File: src/logic/adc_sel_pkg.sv
// Constants, field layouts and carrier types for the converter selection and result block
`default_nettype none
package adc_sel_pkg;
  // Register indices; byte address is four times the index
  localparam logic [7:0] IDX_RESULT_LOW   = 8'h78;
  localparam logic [7:0] IDX_RESULT_HIGH  = 8'h79;
  localparam logic [7:0] IDX_INPUT_SELECT = 8'h7C;
  localparam logic [7:0] IDX_CONTROL      = 8'h70;
  localparam logic [7:0] IDX_STATUS       = 8'h71;
  localparam logic [7:0] IDX_MASK         = 8'h72;

  localparam logic [7:0] INPUT_SELECT_RESET = 8'h00;
  localparam int         REF_HI  = 7;
  localparam int         REF_LO  = 6;
  localparam int         LADJ_BIT = 5;
  localparam int         CHAN_HI = 4;

  localparam int CTRL_START_BIT = 0;
  localparam int ST_DONE_BIT    = 0;
  localparam int ST_LOST_BIT    = 1;
  localparam int EVT_W          = 2;

  localparam int RES_W = 10;

  // Reference choices
  localparam logic [1:0] REF_PIN      = 2'b00;
  localparam logic [1:0] REF_SUPPLY   = 2'b01;
  localparam logic [1:0] REF_INT_1V1  = 2'b10;
  localparam logic [1:0] REF_INT_2V56 = 2'b11;

  // Channel/gain code landmarks
  localparam logic [4:0] CH_LAST_SINGLE = 5'b00111;
  localparam logic [4:0] CH_FIRST_VS1   = 5'b10000;
  localparam logic [4:0] CH_FIRST_VS2   = 5'b11000;
  localparam logic [4:0] CH_BANDGAP     = 5'b11110;
  localparam logic [4:0] CH_GROUND      = 5'b11111;
  localparam logic [2:0] IN_0 = 3'h0;
  localparam logic [2:0] IN_1 = 3'h1;
  localparam logic [2:0] IN_2 = 3'h2;

  typedef enum logic [1:0] {GAIN_X1 = 2'b00, GAIN_X10 = 2'b01, GAIN_X200 = 2'b10} gain_type;
  typedef enum logic [1:0] {SRC_PIN = 2'b00, SRC_BANDGAP = 2'b01, SRC_GROUND = 2'b10} source_type;

  typedef struct packed {
    logic       differential;
    logic [2:0] pos_input;
    logic [2:0] neg_input;
    gain_type   gain;
    source_type source;
  } route_type;

  typedef struct packed {
    logic        psel;
    logic        penable;
    logic        pwrite;
    logic [9:0]  paddr;
    logic [31:0] pwdata;
  } apb_req_type;

  typedef struct packed {
    logic [31:0] prdata;
    logic        pready;
    logic        pslverr;
  } apb_rsp_type;

  typedef enum logic [1:0] {ST_IDLE = 2'b01, ST_CONV = 2'b10} conv_state_type;
endpackage : adc_sel_pkg
`default_nettype wire

File: src/logic/adc_route_decode.sv
// Decode of the channel/gain code into input routing and gain
`default_nettype none
module adc_route_decode (
  input  wire logic [4:0]            code,  // Channel/gain select code
  output var  adc_sel_pkg::route_type route  // Decoded routing
);
  import adc_sel_pkg::*;

  always_comb begin
    route = '{differential: 1'b0, pos_input: code[2:0], neg_input: IN_0, gain: GAIN_X1, source: SRC_PIN};
    if (code <= CH_LAST_SINGLE) begin
      route.source = SRC_PIN;
    end else if (code == CH_BANDGAP) begin
      route.source = SRC_BANDGAP;
    end else if (code == CH_GROUND) begin
      route.source = SRC_GROUND;
    end else if (code < CH_FIRST_VS1) begin
      // Gain pairs against input 0 or 2
      route.differential = 1'b1;
      route.neg_input    = code[2] ? IN_2 : IN_0;
      route.pos_input    = code[2] ? (code[0] ? 3'h3 : IN_2) : (code[0] ? IN_1 : IN_0);
      route.gain         = code[1] ? GAIN_X200 : GAIN_X10;
    end else if (code < CH_FIRST_VS2) begin
      route.differential = 1'b1;
      route.neg_input    = IN_1;
    end else begin
      route.differential = 1'b1;
      route.neg_input    = IN_2;
    end
  end
endmodule : adc_route_decode
`default_nettype wire

File: src/logic/adc_sel_core.sv
// Converter input selection, result formatting and APB register file
// Operation
// - Result becomes readable only when conversion completes and the done flag sets.
// - Single-ended results are unsigned ten-bit codes, ground to reference minus one step.
// - Differential results are ten-bit two's complement, 0x200 to 0x1FF.
// - Sign of a differential result sits in the top result bit.
// - Reference field 7:6 selects pin, supply, 1.1V or 2.56V reference.
// - Reference and channel changes during a conversion apply from the next one.
// - Left-adjust bit 5 remaps the readable result at once, even mid-conversion.
// - Codes 0-7 select single inputs; 30 bandgap, 31 ground.
// - Codes 8 to 29 select differential pairs with their gains.
// - Left adjust puts bits 9:2 high, 1:0 low-top; else right aligned.
// - Reading the low byte blocks result updates until the high byte is read.
//
// Our own choice: the APB register port.
`default_nettype none
module adc_sel_core #(
  parameter int ADDR_W = 10  // APB byte address width
) (
  input  wire logic                     core_clk,    // System clock
  input  wire logic                     nrst,        // Asynchronous reset, active low
  input  wire adc_sel_pkg::apb_req_type apb_req,     // APB request
  output var  adc_sel_pkg::apb_rsp_type apb_rsp,     // APB response
  input  wire logic                     sar_done,    // Converter finished, one-cycle pulse
  input  wire logic [9:0]               sar_code,    // Raw code, offset binary when differential
  output logic                          conv_start,  // Start pulse to converter
  output logic [1:0]                    ref_select,  // Reference used by the running conversion
  output var  adc_sel_pkg::route_type   route,       // Input routing of the running conversion
  output logic                          irq          // Interrupt, level
);
  import adc_sel_pkg::*;

  if (ADDR_W < 10) begin : g_addr_check
    $error("ADDR_W too small for the register map");
  end

  function automatic logic [15:0] present(input logic [RES_W-1:0] r, input logic left);
    present = left ? {r[9:2], r[1:0], 6'h00} : {6'h00, r[9:8], r[7:0]};
  endfunction : present

  function automatic logic [7:0] index_of(input logic [9:0] a);
    index_of = a[9:2];
  endfunction : index_of

  logic [7:0]       input_select_q;
  logic [RES_W-1:0] result_q;
  logic             lock_q;
  logic [EVT_W-1:0] status_q;
  logic [EVT_W-1:0] mask_q;
  logic             busy_q;
  conv_state_type   state_q;
  route_type        route_d;
  logic [15:0]      view;
  logic [7:0]       idx;
  logic             setup_ph;
  logic             xfer;
  logic             wr_en;
  logic             rd_en;
  logic             start_req;
  logic             done_evt;
  logic             store_evt;
  logic             low_rd;
  logic             held;
  logic [RES_W-1:0] formatted;

  adc_route_decode u_decode (
    .code  (input_select_q[CHAN_HI:0]),
    .route (route_d)
  );

  assign idx       = index_of(apb_req.paddr);
  assign setup_ph  = apb_req.psel & ~apb_req.penable;
  assign xfer      = apb_req.psel & apb_req.penable & apb_rsp.pready;
  assign wr_en     = xfer & apb_req.pwrite & ~apb_rsp.pslverr;
  assign rd_en     = xfer & ~apb_req.pwrite & ~apb_rsp.pslverr;
  assign start_req = wr_en & (idx == IDX_CONTROL) & apb_req.pwdata[CTRL_START_BIT];
  assign done_evt  = (state_q == ST_CONV) & sar_done;
  assign low_rd    = apb_req.psel & ~apb_req.pwrite & (idx == IDX_RESULT_LOW) & (apb_req.paddr[1:0] == 2'b00);
  // The low byte is captured at setup, so a store during that read would split the pair
  assign held      = lock_q | low_rd;
  assign store_evt = done_evt & ~held;
  assign view      = present(result_q, input_select_q[LADJ_BIT]);
  // Differential code arrives offset binary; flipping the top bit gives two's complement
  assign formatted = route.differential ? {~sar_code[9], sar_code[8:0]} : sar_code;

  // Selection register
  always_ff @(posedge core_clk or negedge nrst) begin
    if (!nrst) begin
      input_select_q <= INPUT_SELECT_RESET;
    end else if (wr_en && idx == IDX_INPUT_SELECT) begin
      input_select_q <= apb_req.pwdata[7:0];
    end
  end

  // Conversion sequencing; settings captured at start
  always_ff @(posedge core_clk or negedge nrst) begin
    if (!nrst) begin
      state_q    <= ST_IDLE;
      busy_q     <= 1'b0;
      conv_start <= 1'b0;
      ref_select <= REF_PIN;
      route      <= '0;
    end else begin
      conv_start <= 1'b0;
      unique case (state_q)
        ST_IDLE: begin
          if (start_req) begin
            state_q    <= ST_CONV;
            busy_q     <= 1'b1;
            conv_start <= 1'b1;
            ref_select <= input_select_q[REF_HI:REF_LO];
            route      <= route_d;
          end
        end
        ST_CONV: begin
          if (sar_done) begin
            state_q <= ST_IDLE;
            busy_q  <= 1'b0;
          end
        end
      endcase
    end
  end

  // Result register and read lock
  always_ff @(posedge core_clk or negedge nrst) begin
    if (!nrst) begin
      result_q <= '0;
    end else if (store_evt) begin
      result_q <= formatted;
    end
  end

  always_ff @(posedge core_clk or negedge nrst) begin
    if (!nrst) begin
      lock_q <= 1'b0;
    end else if (rd_en && idx == IDX_RESULT_LOW) begin
      lock_q <= 1'b1;
    end else if (rd_en && idx == IDX_RESULT_HIGH) begin
      lock_q <= 1'b0;
    end
  end

  // Sticky events; a set wins over a write-one clear
  always_ff @(posedge core_clk or negedge nrst) begin
    if (!nrst) begin
      status_q <= '0;
    end else begin
      for (int i = 0; i < EVT_W; i++) begin
        if (wr_en && idx == IDX_STATUS && apb_req.pwdata[i]) begin
          status_q[i] <= 1'b0;
        end
      end
      if (store_evt) begin
        status_q[ST_DONE_BIT] <= 1'b1;
      end
      if (done_evt && held) begin
        status_q[ST_LOST_BIT] <= 1'b1;
      end
    end
  end

  always_ff @(posedge core_clk or negedge nrst) begin
    if (!nrst) begin
      mask_q <= '0;
    end else if (wr_en && idx == IDX_MASK) begin
      mask_q <= apb_req.pwdata[EVT_W-1:0];
    end
  end

  always_ff @(posedge core_clk or negedge nrst) begin
    if (!nrst) begin
      irq <= 1'b0;
    end else begin
      irq <= |(status_q & mask_q);
    end
  end

  // APB response, one cycle after setup
  always_ff @(posedge core_clk or negedge nrst) begin
    if (!nrst) begin
      apb_rsp <= '0;
    end else if (setup_ph) begin
      apb_rsp.pready  <= 1'b1;
      apb_rsp.pslverr <= 1'b0;
      apb_rsp.prdata  <= '0;
      if (apb_req.paddr[1:0] != 2'b00) begin
        apb_rsp.pslverr <= 1'b1;
      end else begin
        unique case (idx)
          IDX_INPUT_SELECT: apb_rsp.prdata[7:0] <= input_select_q;
          IDX_RESULT_LOW:   apb_rsp.prdata[7:0] <= view[7:0];
          IDX_RESULT_HIGH:  apb_rsp.prdata[7:0] <= view[15:8];
          IDX_CONTROL:      apb_rsp.prdata[CTRL_START_BIT] <= busy_q;
          IDX_STATUS:       apb_rsp.prdata[EVT_W-1:0] <= status_q;
          IDX_MASK:         apb_rsp.prdata[EVT_W-1:0] <= mask_q;
          default:          apb_rsp.pslverr <= 1'b1;
        endcase
      end
    end else begin
      apb_rsp.pready  <= 1'b0;
      apb_rsp.pslverr <= 1'b0;
    end
  end
endmodule : adc_sel_core
`default_nettype wire

File: config.mk
export PLATFORM = sky130hd
export DESIGN_NAME = adc_sel_core
export DESIGN_NICKNAME = d
export VERILOG_FILES = /design/src/logic/adc_sel_pkg.sv /design/src/logic/adc_route_decode.sv /design/src/logic/adc_sel_core.sv
export SDC_FILE = /design/constraint.sdc
export NUM_CORES = 1
export LEC_CHECK = 0
export ABC_AREA = 0
export BUFFER_PORTS_ARGS = -buffer_cell sky130_fd_sc_hd__buf_2
export CAP_MARGIN = 20
export CORE_MARGIN = 4
export CORE_UTILIZATION = 44
export DETAILED_ROUTE_END_ITERATION = 10
export MAX_ROUTING_LAYER = met4
export PLACE_DENSITY_LB_ADDON = 0.15
export SYNTH_ARGS = -nofsm -noshare
export SYNTH_HDL_FRONTEND = slang
export SYNTH_SLANG_ARGS = --single-unit
File: constraint.sdc
create_clock -name core_clk -period 1.55 [get_ports core_clk]
set_clock_uncertainty 0.15 [all_clocks]
set_input_delay 0.2325 -clock core_clk [delete_from_list [all_inputs] [get_ports core_clk]]
set_output_delay 0.2325 -clock core_clk [all_outputs]
set_load 0.1 [all_outputs]
After elaboration in Yosys (flattened, before gate mapping):

Index checks and enable logic that the tools add are counted.

* flip-flop bits (word level): 51
* bits of input ports: 58
* output and inout bits: 49

* $lt $le $gt $ge: 3
* equality and inequality tests: 12
* multiplexer cells: 38
* bitwise operators: 21
* reduce and logical (&&, ||, !) cells: 17

Operator list (count)
* equality test 8 x 7 -> 1 bit, second input constant: 6
* two-way mux 9 bit: 3
* two-way mux 2 bit: 10
* case mux 6 bit (3 select lines): 1
* two-way mux 16 bit: 1
* AND 1 bit: 14
* two-way mux 1 bit: 14
* equality test 5 bit, second input constant: 2
* < comparator 5 bit, second input constant: 2
* two-way mux 10 bit: 1
* two-way mux 3 bit: 3
* logical AND 1 bit: 8
* two-way mux 8 bit: 1
* nonzero test 2 bit: 4
* case mux 1 bit (6 select lines): 1
* OR reduction 6 bit: 1
* less-or-equal comparator 5 x 3 -> 1 bit, second input constant: 1
* NOT 1 bit: 5
* case mux 1 bit (5 select lines): 1
* inequality test 2 bit, second input constant: 2
* case mux 2 bit (2 select lines): 1
* AND reduction 2 bit: 2
* AND 2 bit: 1
* equality test 2 x 1 -> 1 bit, second input constant: 1
* 5 further kinds: 5

Depth between registers and ports, before layout:

Gate-level depths: netlist (run 1).

* depth in word-level cells: 8
* mapped depth: 6

Hierarchy:

Synthesis (run 1) repeated with hierarchy kept, for this count alone.

* cell total of the unflattened synthesis: 224
* area total of the unflattened synthesis: 2606.2 um^2

Modules (own cells, without submodules)
* adc_sel_core: instances 1, cells each 207, area an instance 2494.9 um^2
* adc_route_decode: instances 1, cells each 17, area an instance 111.4 um^2

Worst setup path before layout (run 1):

OpenSTA, ideal clock, no wires.

* kind: register -> register
* start point: register apb_rsp[1] (netlist bit)
* end point: register route[10] (netlist bit)
* arrival time: 2117 ps
* setup slack: -843 ps
* stages on the path, launching flop included: 6
* path buffers: 1
* period minus slack after synthesis: 2393 ps
* path through: dfrtp_1 > nand4b_1 > nor4_4 > nand4_2 > buf_6 > mux2_4

* longest elaborated chain between the ends: 6

RTL lines
* start, declared: RTL line adc_sel_core.sv:23 `output var adc_sel_pkg::apb_rsp_type apb_rsp,`
* AND 1 bit: RTL line adc_sel_core.sv:73 `assign xfer = apb_req.psel & apb_req.penable & apb_rsp.pready;`
* AND 1 bit (2 in a row): RTL line adc_sel_core.sv:74 `assign wr_en = xfer & apb_req.pwrite & ~apb_rsp.pslverr;`
* AND 1 bit (2 in a row): RTL line adc_sel_core.sv:76 `assign start_req = wr_en & (idx == IDX_CONTROL) & apb_req.pwdata[CTRL_START_BIT];`
* AND reduction 2 bit (no source line)
* end signal, assigned: RTL line adc_sel_core.sv:112 `route <= route_d;`
* end, declared: RTL line adc_sel_core.sv:28 `output var adc_sel_pkg::route_type route,`

No other way between the ends.
A chain may end at the register's enable or synchronous reset.

Worst setup path after layout (run 1):

* start point: register apb_rsp[0] (netlist bit)
* end point: register ref_select[0]

* longest elaborated chain between the ends: 5

RTL lines
* NOT 1 bit: RTL line adc_sel_core.sv:74
* AND 1 bit: RTL line adc_sel_core.sv:74
* AND 1 bit (2 in a row): RTL line adc_sel_core.sv:76
* AND reduction 2 bit (no source line)
* end signal, assigned: RTL line adc_sel_core.sv:111 `ref_select <= input_select_q[REF_HI:REF_LO];`
* end, declared: RTL line adc_sel_core.sv:27 `output logic [1:0] ref_select,`

No other way between the ends.

==> results of run 1 <==
where the power goes:
part	total (uW)	internal, uW	switching (uW)
clock	933	485	448
combinational	737	267	469
sequential	1370	1330	36.8
cells by family after synthesis:
family	count (synthesis)
mux	38
xor+xnor	1
flops	49
buf+inv	45
other cells	1
simple gates	71
compound gates	28
cell usage after synthesis (2+ instances only):
library cell and n:
a221o_1 3, nand2_1 8, inv_1 10, mux2i_1 4
a21boi_0 2, nand4_1 2, clkbuf_1 5, buf_2 3
or3_4 2, and2_1 3, nand4b_1 4, o21ai_0 6
nor3b_1 3, a32oi_1 4, and3_1 3, nor4_4 2
nor2_1 16, mux2_4 7, nand3b_1 5, nand2b_1 4
buf_4 25, nor4bb_1 2, nor2b_1 2, nor3_1 4
a31oi_1 2, dfrtp_1 48, mux2_2 18, a222oi_1 2
mux2_1 9
per-layer routing:
layer	share of wire [%]	GRT usage, %
met5	0	-
met4	1.8	5.61
met3	5.5	3.46
met2	48	30.9
met1	44	25.1
stage by stage:
step / hold slack, ns / setup TNS, ns / std cells
floorplan: -0.213 / -10.11 / 257
global placement: 0.0901 / -11.80 / 391
detailed placement: 0.0933 / -12.45 / 391
CTS: 0.00191 / -8.43 / 409
global route: 0.00515 / -11.37 / 414
finish: 0.00821 / -8.25 / 414
final timing paths:
path	to	slack [ns]	cells after the start
min in group asynchronous	apb_rsp[5]$_DFFE_PN0P_	0.30	3
max	ref_select[0]$_DFFE_PN0P_	-0.33	5
min	input_select_q[6]$_DFFE_PN0P_	0.008	2
max reg2reg	ref_select[0]$_DFFE_PN0P_	-0.33	5
min reg2reg	apb_rsp[2]$_DFFE_PN0P_	0.33	2
max in group asynchronous	state_q[0]$_DFFE_PN1P_	0.66	3
final cells by class:
cell class / instances / area [um2]
fill: 516 / 2300
multi-input combinational: 164 / 1380
sequential: 49 / 1240
timing repair buffer: 108 / 762
tap: 75 / 93.8
clock buffer: 6 / 72.6
clock inverter: 2 / 38.8
inverter: 10 / 37.5
flip-flops by register name (all words and copies together) (netlist names), 2 cells and up:
signal / count
route: 10
result_q: 10
ref_select: 2
status_q: 2
input_select_q: 8
apb_rsp: 10
mask_q: 2
critical path, cell delays in order, from the launching register on:
cell	delay [ns]
dfrtp_4	0.48
nand4b_1	0.27
nor4_4	0.23
nand4_2	0.16
buf_12	0.18
mux2_4	0.29
repair_timing:
action	in CTS	in global routing
endpoints found under the hold margin	53	2
gates cloned	1	0
gates resized for setup	7	11
endpoints found under the setup margin	43	45
pin swaps	6	7
hold buffers	6	2
setup buffers	3	3
==> out/qor.csv, run 1 <==
stage,metric,value,unit
run,timing.max_cap.violations,0,
worst_setup_path,critical_path_arrival,1.93,ns
timing,period_share,121,%
synthesis,yosys.area.top_type,dfrtp_1,
timing,rsz0062_at_grt,true,
route,drt-total-wl,6700,um
timing,worst_slack,-0.332,ns
synthesis,yosysUniqueCellTypes,54,
hold_path,hp-start,apb_req[6],
global_routing,grt_max_degree,50,
synthesis,async_flop_share,100,%
hold_path,hp-class,in2reg,
synthesis,synth.area.top_cells,"dfrtp_1 (45%), mux2_2 (7.5%), buf_4 (7.0%)",
timing,period_minus_slack,1.88,ns
floorplan,rows,28,
worst_setup_path,r2r-start,apb_rsp[0]$_DFF_PN0_,
worst_setup_path,startpoint_type,flop,
placement,dp_hpwl,4740,um
route,drc,0,
synthesis,ys.flop_type,dfrtp_1,
timing,slew_viol_final,0,
clocking,cts.clk_slew.worst_paths,0.09,ns
placement,dpl-instance-area,3300,um2
power,finalPower,3040,uW
power,peakVddDrop,0.000609,V
global_routing,antenna_found_initial,0,
placement,io_buffers,57,
layout,nets,396,
floorplan,fp.dieW,86.2,um
synthesis,synthAdderAreaFrac,0,%
placement,place_congestion,0.808,
route,first_iter_violations,125,
synthesis,yosysWarnings,0,
placement,post-place-ws,-0.367,ns
layout,layout_commonest_cell,buf_2,
synthesis,synth_top_family_by_area,simple AND/OR/NAND/NOR gates,
floorplan,io_pins,107,
floorplan,die-area,7420,um2
clocking,clk_latency,0.31,ns
global_routing,grt-ovfl-total,0,
route,post_drt_via_cell_ratio,5.15,
synthesis,synthSimpleGateAreaFrac,18.4,%
global_routing,grt_pass1_wl,10800,um
synthesis,synth_xor_area_share,0.326,%
timing,setup_viol,38,
layout,antennaDiodeCount,0,
synthesis,ys_ff_latch,49,
clocking,cts_root_buf,clkbuf_8,
synthesis,synth_edf_count,0,
clocking,ctsHtreeMaxLevel,2,
timing,hold_viol,0,
route,ant_nets,0,
timing,fmax,0.531,GHz
route,first_pass_iters,4,
layout,syn2layout_area_growth,34.8,%
outcome,status,"complete, but fails checks",
layout,layout_common_cells,"buf_2 (54), dfrtp_1 (45), buf_4 (40), conb_1 (25)",
synthesis,synth_mux_area_share,16.7,%
outcome,violations,setup timing,
global_routing,grt_use_total,19.3,%
synthesis,syn_area,2690,um2
layout,fin_util,61.2,%
power,powerDensity,839,nW/um2
floorplan,die_h,86.2,um
clocking,cts_buffer_depth,2,
synthesis,syn_avg_cell_area,11.5,um2
floorplan,initial_core_util,45.4,%
worst_setup_path,cp.required,1.60,ns
power,p_leak,0.00191,uW
clocking,tritoncts,built,
synthesis,synth_top_area_share,44.7,%
floorplan,core_area,5920,um2
route,vias,2132,
layout,layout-drive-gt1-share,48.7,%
worst_setup_path,crit_path_max_fanout,11,
clocking,cts_made_buffers,5,
worst_setup_path,critPathKind,reg2reg,
synthesis,synth_compound_area_share,8.10,%
clocking,clkSinkCount,49,
synthesis,ys_seq_area_share,45.7,%
layout,fin_area,3620,um2
synthesis,synthCells,233,
worst_setup_path,cp-startpoint,apb_rsp[0]$_DFF_PN0_,
route,wl_per_cell,16.2,um
global_routing,grt_pass1_vias,2122,
worst_setup_path,cp-end-kind,flop,
(Power assumes the default switching activity.)
==> run 2, diff against run 1 <==
--- a/config.mk
+++ b/config.mk
@@ -15,4 +15,5 @@
 export PLACE_DENSITY_LB_ADDON = 0.15
 export SYNTH_ARGS = -nofsm -noshare
 export SYNTH_HDL_FRONTEND = slang
+export SYNTH_HIERARCHICAL = 1
 export SYNTH_SLANG_ARGS = --single-unit
==> run 2 against run 1 <==
  * Largest power group unchanged
  * First-iteration DRC count fell by 23%
  * Hold slack improved by 0.0017 ns
  * Combinational power shrank 13%
  * Critical path type unchanged
  * Clock power decreased by 2%
  * Global-route usage is 2.1 points lower
  * Highest routed layer unchanged
  * Synthesized cell count shrank 3.9%
  * Largest cell class unchanged
  * The flow still finishes with violations (setup timing)
==> out/qor.csv, run 2 <==
stage,metric,value,unit
timing,rsz0062_at_grt,true,
layout,fin_cells,393,
worst_setup_path,cp_cell_sequence,and4b_1 > nand3_2 > nor4_4 > buf_12 > mux2_4,
route,vias,1979,
layout,layout-drive-gt1-share,47.4,%
worst_setup_path,reg2regPathDepth,5,
worst_setup_path,timing.rr.end,route[9]$_DFFE_PN0P_,
synthesis,syn_avg_cell_area,11.6,um2
worst_setup_path,cpPeakStageDelay,0.48,ns
timing,hold_viol,0,
floorplan,die_h,85.0,um
worst_setup_path,crit_path_max_fanout,14,
layout,largest_register_ffs,11,
route,first_iter_violations,96,
layout,reg_top3,"route x11, apb_rsp x10, result_q x10",
floorplan,die-area,7220,um2
route,drt-total-wl,5950,um
layout,fin_util,61.5,%
synthesis,ys_seq_area_share,48.1,%
floorplan,initial_core_util,46.2,%
timing,setup_viol,36,
worst_setup_path,r2r-start,apb_rsp[0]$_DFF_PN0_,
power,powerDensity,849,nW/um2
layout,fin_area,3470,um2
placement,dp_hpwl,4410,um
floorplan,rows,27,
clocking,clk_latency,0.31,ns
worst_setup_path,critical_path_arrival,1.92,ns
synthesis,yosysUniqueCellTypes,47,
outcome,violations,setup timing,
hold_path,hold_end,result_q[6]$_DFFE_PN0P_,
clocking,ctsHtreeMaxLevel,2,
layout,layout_common_cells,"buf_2 (53), dfrtp_1 (47), buf_4 (31), conb_1 (25), mux2_4 (24)",
worst_setup_path,slowest_stage,dfrtp_4,
worst_setup_path,cp-startpoint,apb_rsp[0]$_DFF_PN0_,
layout,antennaDiodeCount,0,
hold_path,hp-start,sar_code[6],
clocking,tritoncts,built,
outcome,status,"complete, but fails checks",
clocking,cts_made_buffers,5,
layout,layout_commonest_cell,buf_2,
timing,period_minus_slack,1.88,ns
timing,fmax,0.532,GHz
global_routing,grt_max_degree,33,
worst_setup_path,critPathBufInv,1,
floorplan,core_area,5640,um2
synthesis,yosys.area.top_type,dfrtp_1,
power,peakVddDrop,0.000425,V
synthesis,syn_area,2610,um2
worst_setup_path,critical-path-top-delay-family,simple AND/OR/NAND/NOR gates,
placement,io_buffers,58,
route,first_pass_iters,4,
global_routing,grt_pass1_vias,1947,
worst_setup_path,cp-end-kind,flop,
clocking,clkSinkCount,50,
global_routing,grt-ovfl-total,0,
timing,period_share,121,%
global_routing,grt_pass1_wl,9620,um
layout,nets,378,
hold_path,hold-path-cell-count,2,
floorplan,fp.dieW,85.0,um
run,timing.max_cap.violations,0,
synthesis,synth_top_area_share,47.0,%
worst_setup_path,rrSetupSlack,-0.33,ns
layout,syn2layout_area_growth,33.1,%
synthesis,async_flop_share,100,%
global_routing,antenna_found_initial,0,
timing,holdWs,0.00991,ns
timing,worst_slack,-0.329,ns
synthesis,yosysWarnings,6,
placement,place_congestion,0.854,
clocking,cts.clk_slew.worst_paths,0.09,ns
synthesis,ys_ff_latch,50,
route,wl_per_cell,15.1,um
worst_setup_path,startpoint_type,flop,
route,drc,0,
route,post_drt_via_cell_ratio,5.04,
placement,place_inst,374,
placement,post-place-ws,-0.552,ns
synthesis,yosys-top-cells-count,"dfrtp_1 (49), buf_4 (27), mux2_2 (24)",
worst_setup_path,cp.required,1.59,ns
route,ant_nets,0,
global_routing,grt_use_total,17.2,%
placement,dpl-instance-area,3170,um2
timing,slew_viol_final,0,
layout,regMostFlops,route,
synthesis,synth_most_common_cell,dfrtp_1,
clocking,cts_root_buf,clkbuf_8,
synthesis,synth.area.top_cells,"dfrtp_1 (47%), mux2_2 (10%), buf_4 (7.8%)",
clocking,cts_buffer_depth,2,
worst_setup_path,critPathKind,reg2reg,
synthesis,ys.flop_type,dfrtp_1,
floorplan,io_pins,107,
synthesis,synth_edf_count,0,
synthesis,synthCells,224,
hold_path,hp-class,in2reg,
power,p_leak,0.00177,uW
[run 2: changes by cell type after synthesis, sizes merged, moves of 3 or more]
cell,change
nand3b,-5
a22oi,+6
o21ai,+3
nand2,+12
a221oi,+4
nor2,-8
a221o,-3
nand4b,-3
inv,-6
nand3,+4
[run 2: worst max-delay path by stage]
stage	to	slack, ns	cells past startpoint
2_1_floorplan	ref_select[0]$_DFFE_PN0P_	-0.54	5
3_3_place_gp	result_q[0]$_DFFE_PN0P_	-0.52	5
3_5_place_dp	result_q[1]$_DFFE_PN0P_	-0.55	5
4_1_cts	route[9]$_DFFE_PN0P_	-0.37	5
5_1_grt	route[9]$_DFFE_PN0P_	-0.38	5
6_report	route[9]$_DFFE_PN0P_	-0.33	5
[run 2: what timing repair did]
| item | CTS | global route |
|---|---|---|
| hold buffers | 4 | 2 |
| gates resized for setup | 12 | 11 |
| gates cloned | 1 | 0 |
| pin swaps | 4 | 0 |
| endpoints found under the setup margin | 38 | 46 |
| buffers inserted | 4 | 1 |
| endpoints found under the hold margin | 53 | 2 |
[run 2: cell families (layout without fill, tap and decap cells)]
group	count (synthesis)	after routing	synth area share (%)
muxes	40	40	18.4
xor gates and xnor gates	1	1	0.336
buffers and inverters	37	110	10.2
AOI/OAI and AO/OA	35	35	9.65
other	2	25	0.288
DFF	50	50	48.1
and+or+nand+nor	59	60	13.1
[run 2: cell type report]
class                           count  area [um2]
Timing Repair Buffer               98         683
Inverter                            4        15.0
Clock buffer                        6        72.6
Tap cell                           72        90.1
Multi-Input combinational cell    161        1310
Clock inverter                      2        37.5
Sequential cell                    50        1260
Fill cell                         493        2170
[run 2: power by group]
group / internal, uW / switching [uW]
registers: 1360 / 32.2
logic: 198 / 440
clock network: 482 / 436
total: 2040 / 909
[run 2: stage by stage]
step	power [uW]	setup TNS, ns
after global placement	2000	-13.61
after CTS	2960	-8.62
after detailed placement	2010	-13.99
final	2940	-8.51
after global routing	3080	-9.97
after floorplan	1860	-14.95
[run 2: per-layer routing]
metal | global-route usage [%] | routed length (um) | up-vias
met1 | 23.7 | 2750 | 962
met4 | 3.88 | 56 | 0
met2 | 25.8 | 2740 | 66
met5 | - | 0 | -
li1 | - | - | 945
met3 | 4.37 | 403 | 6
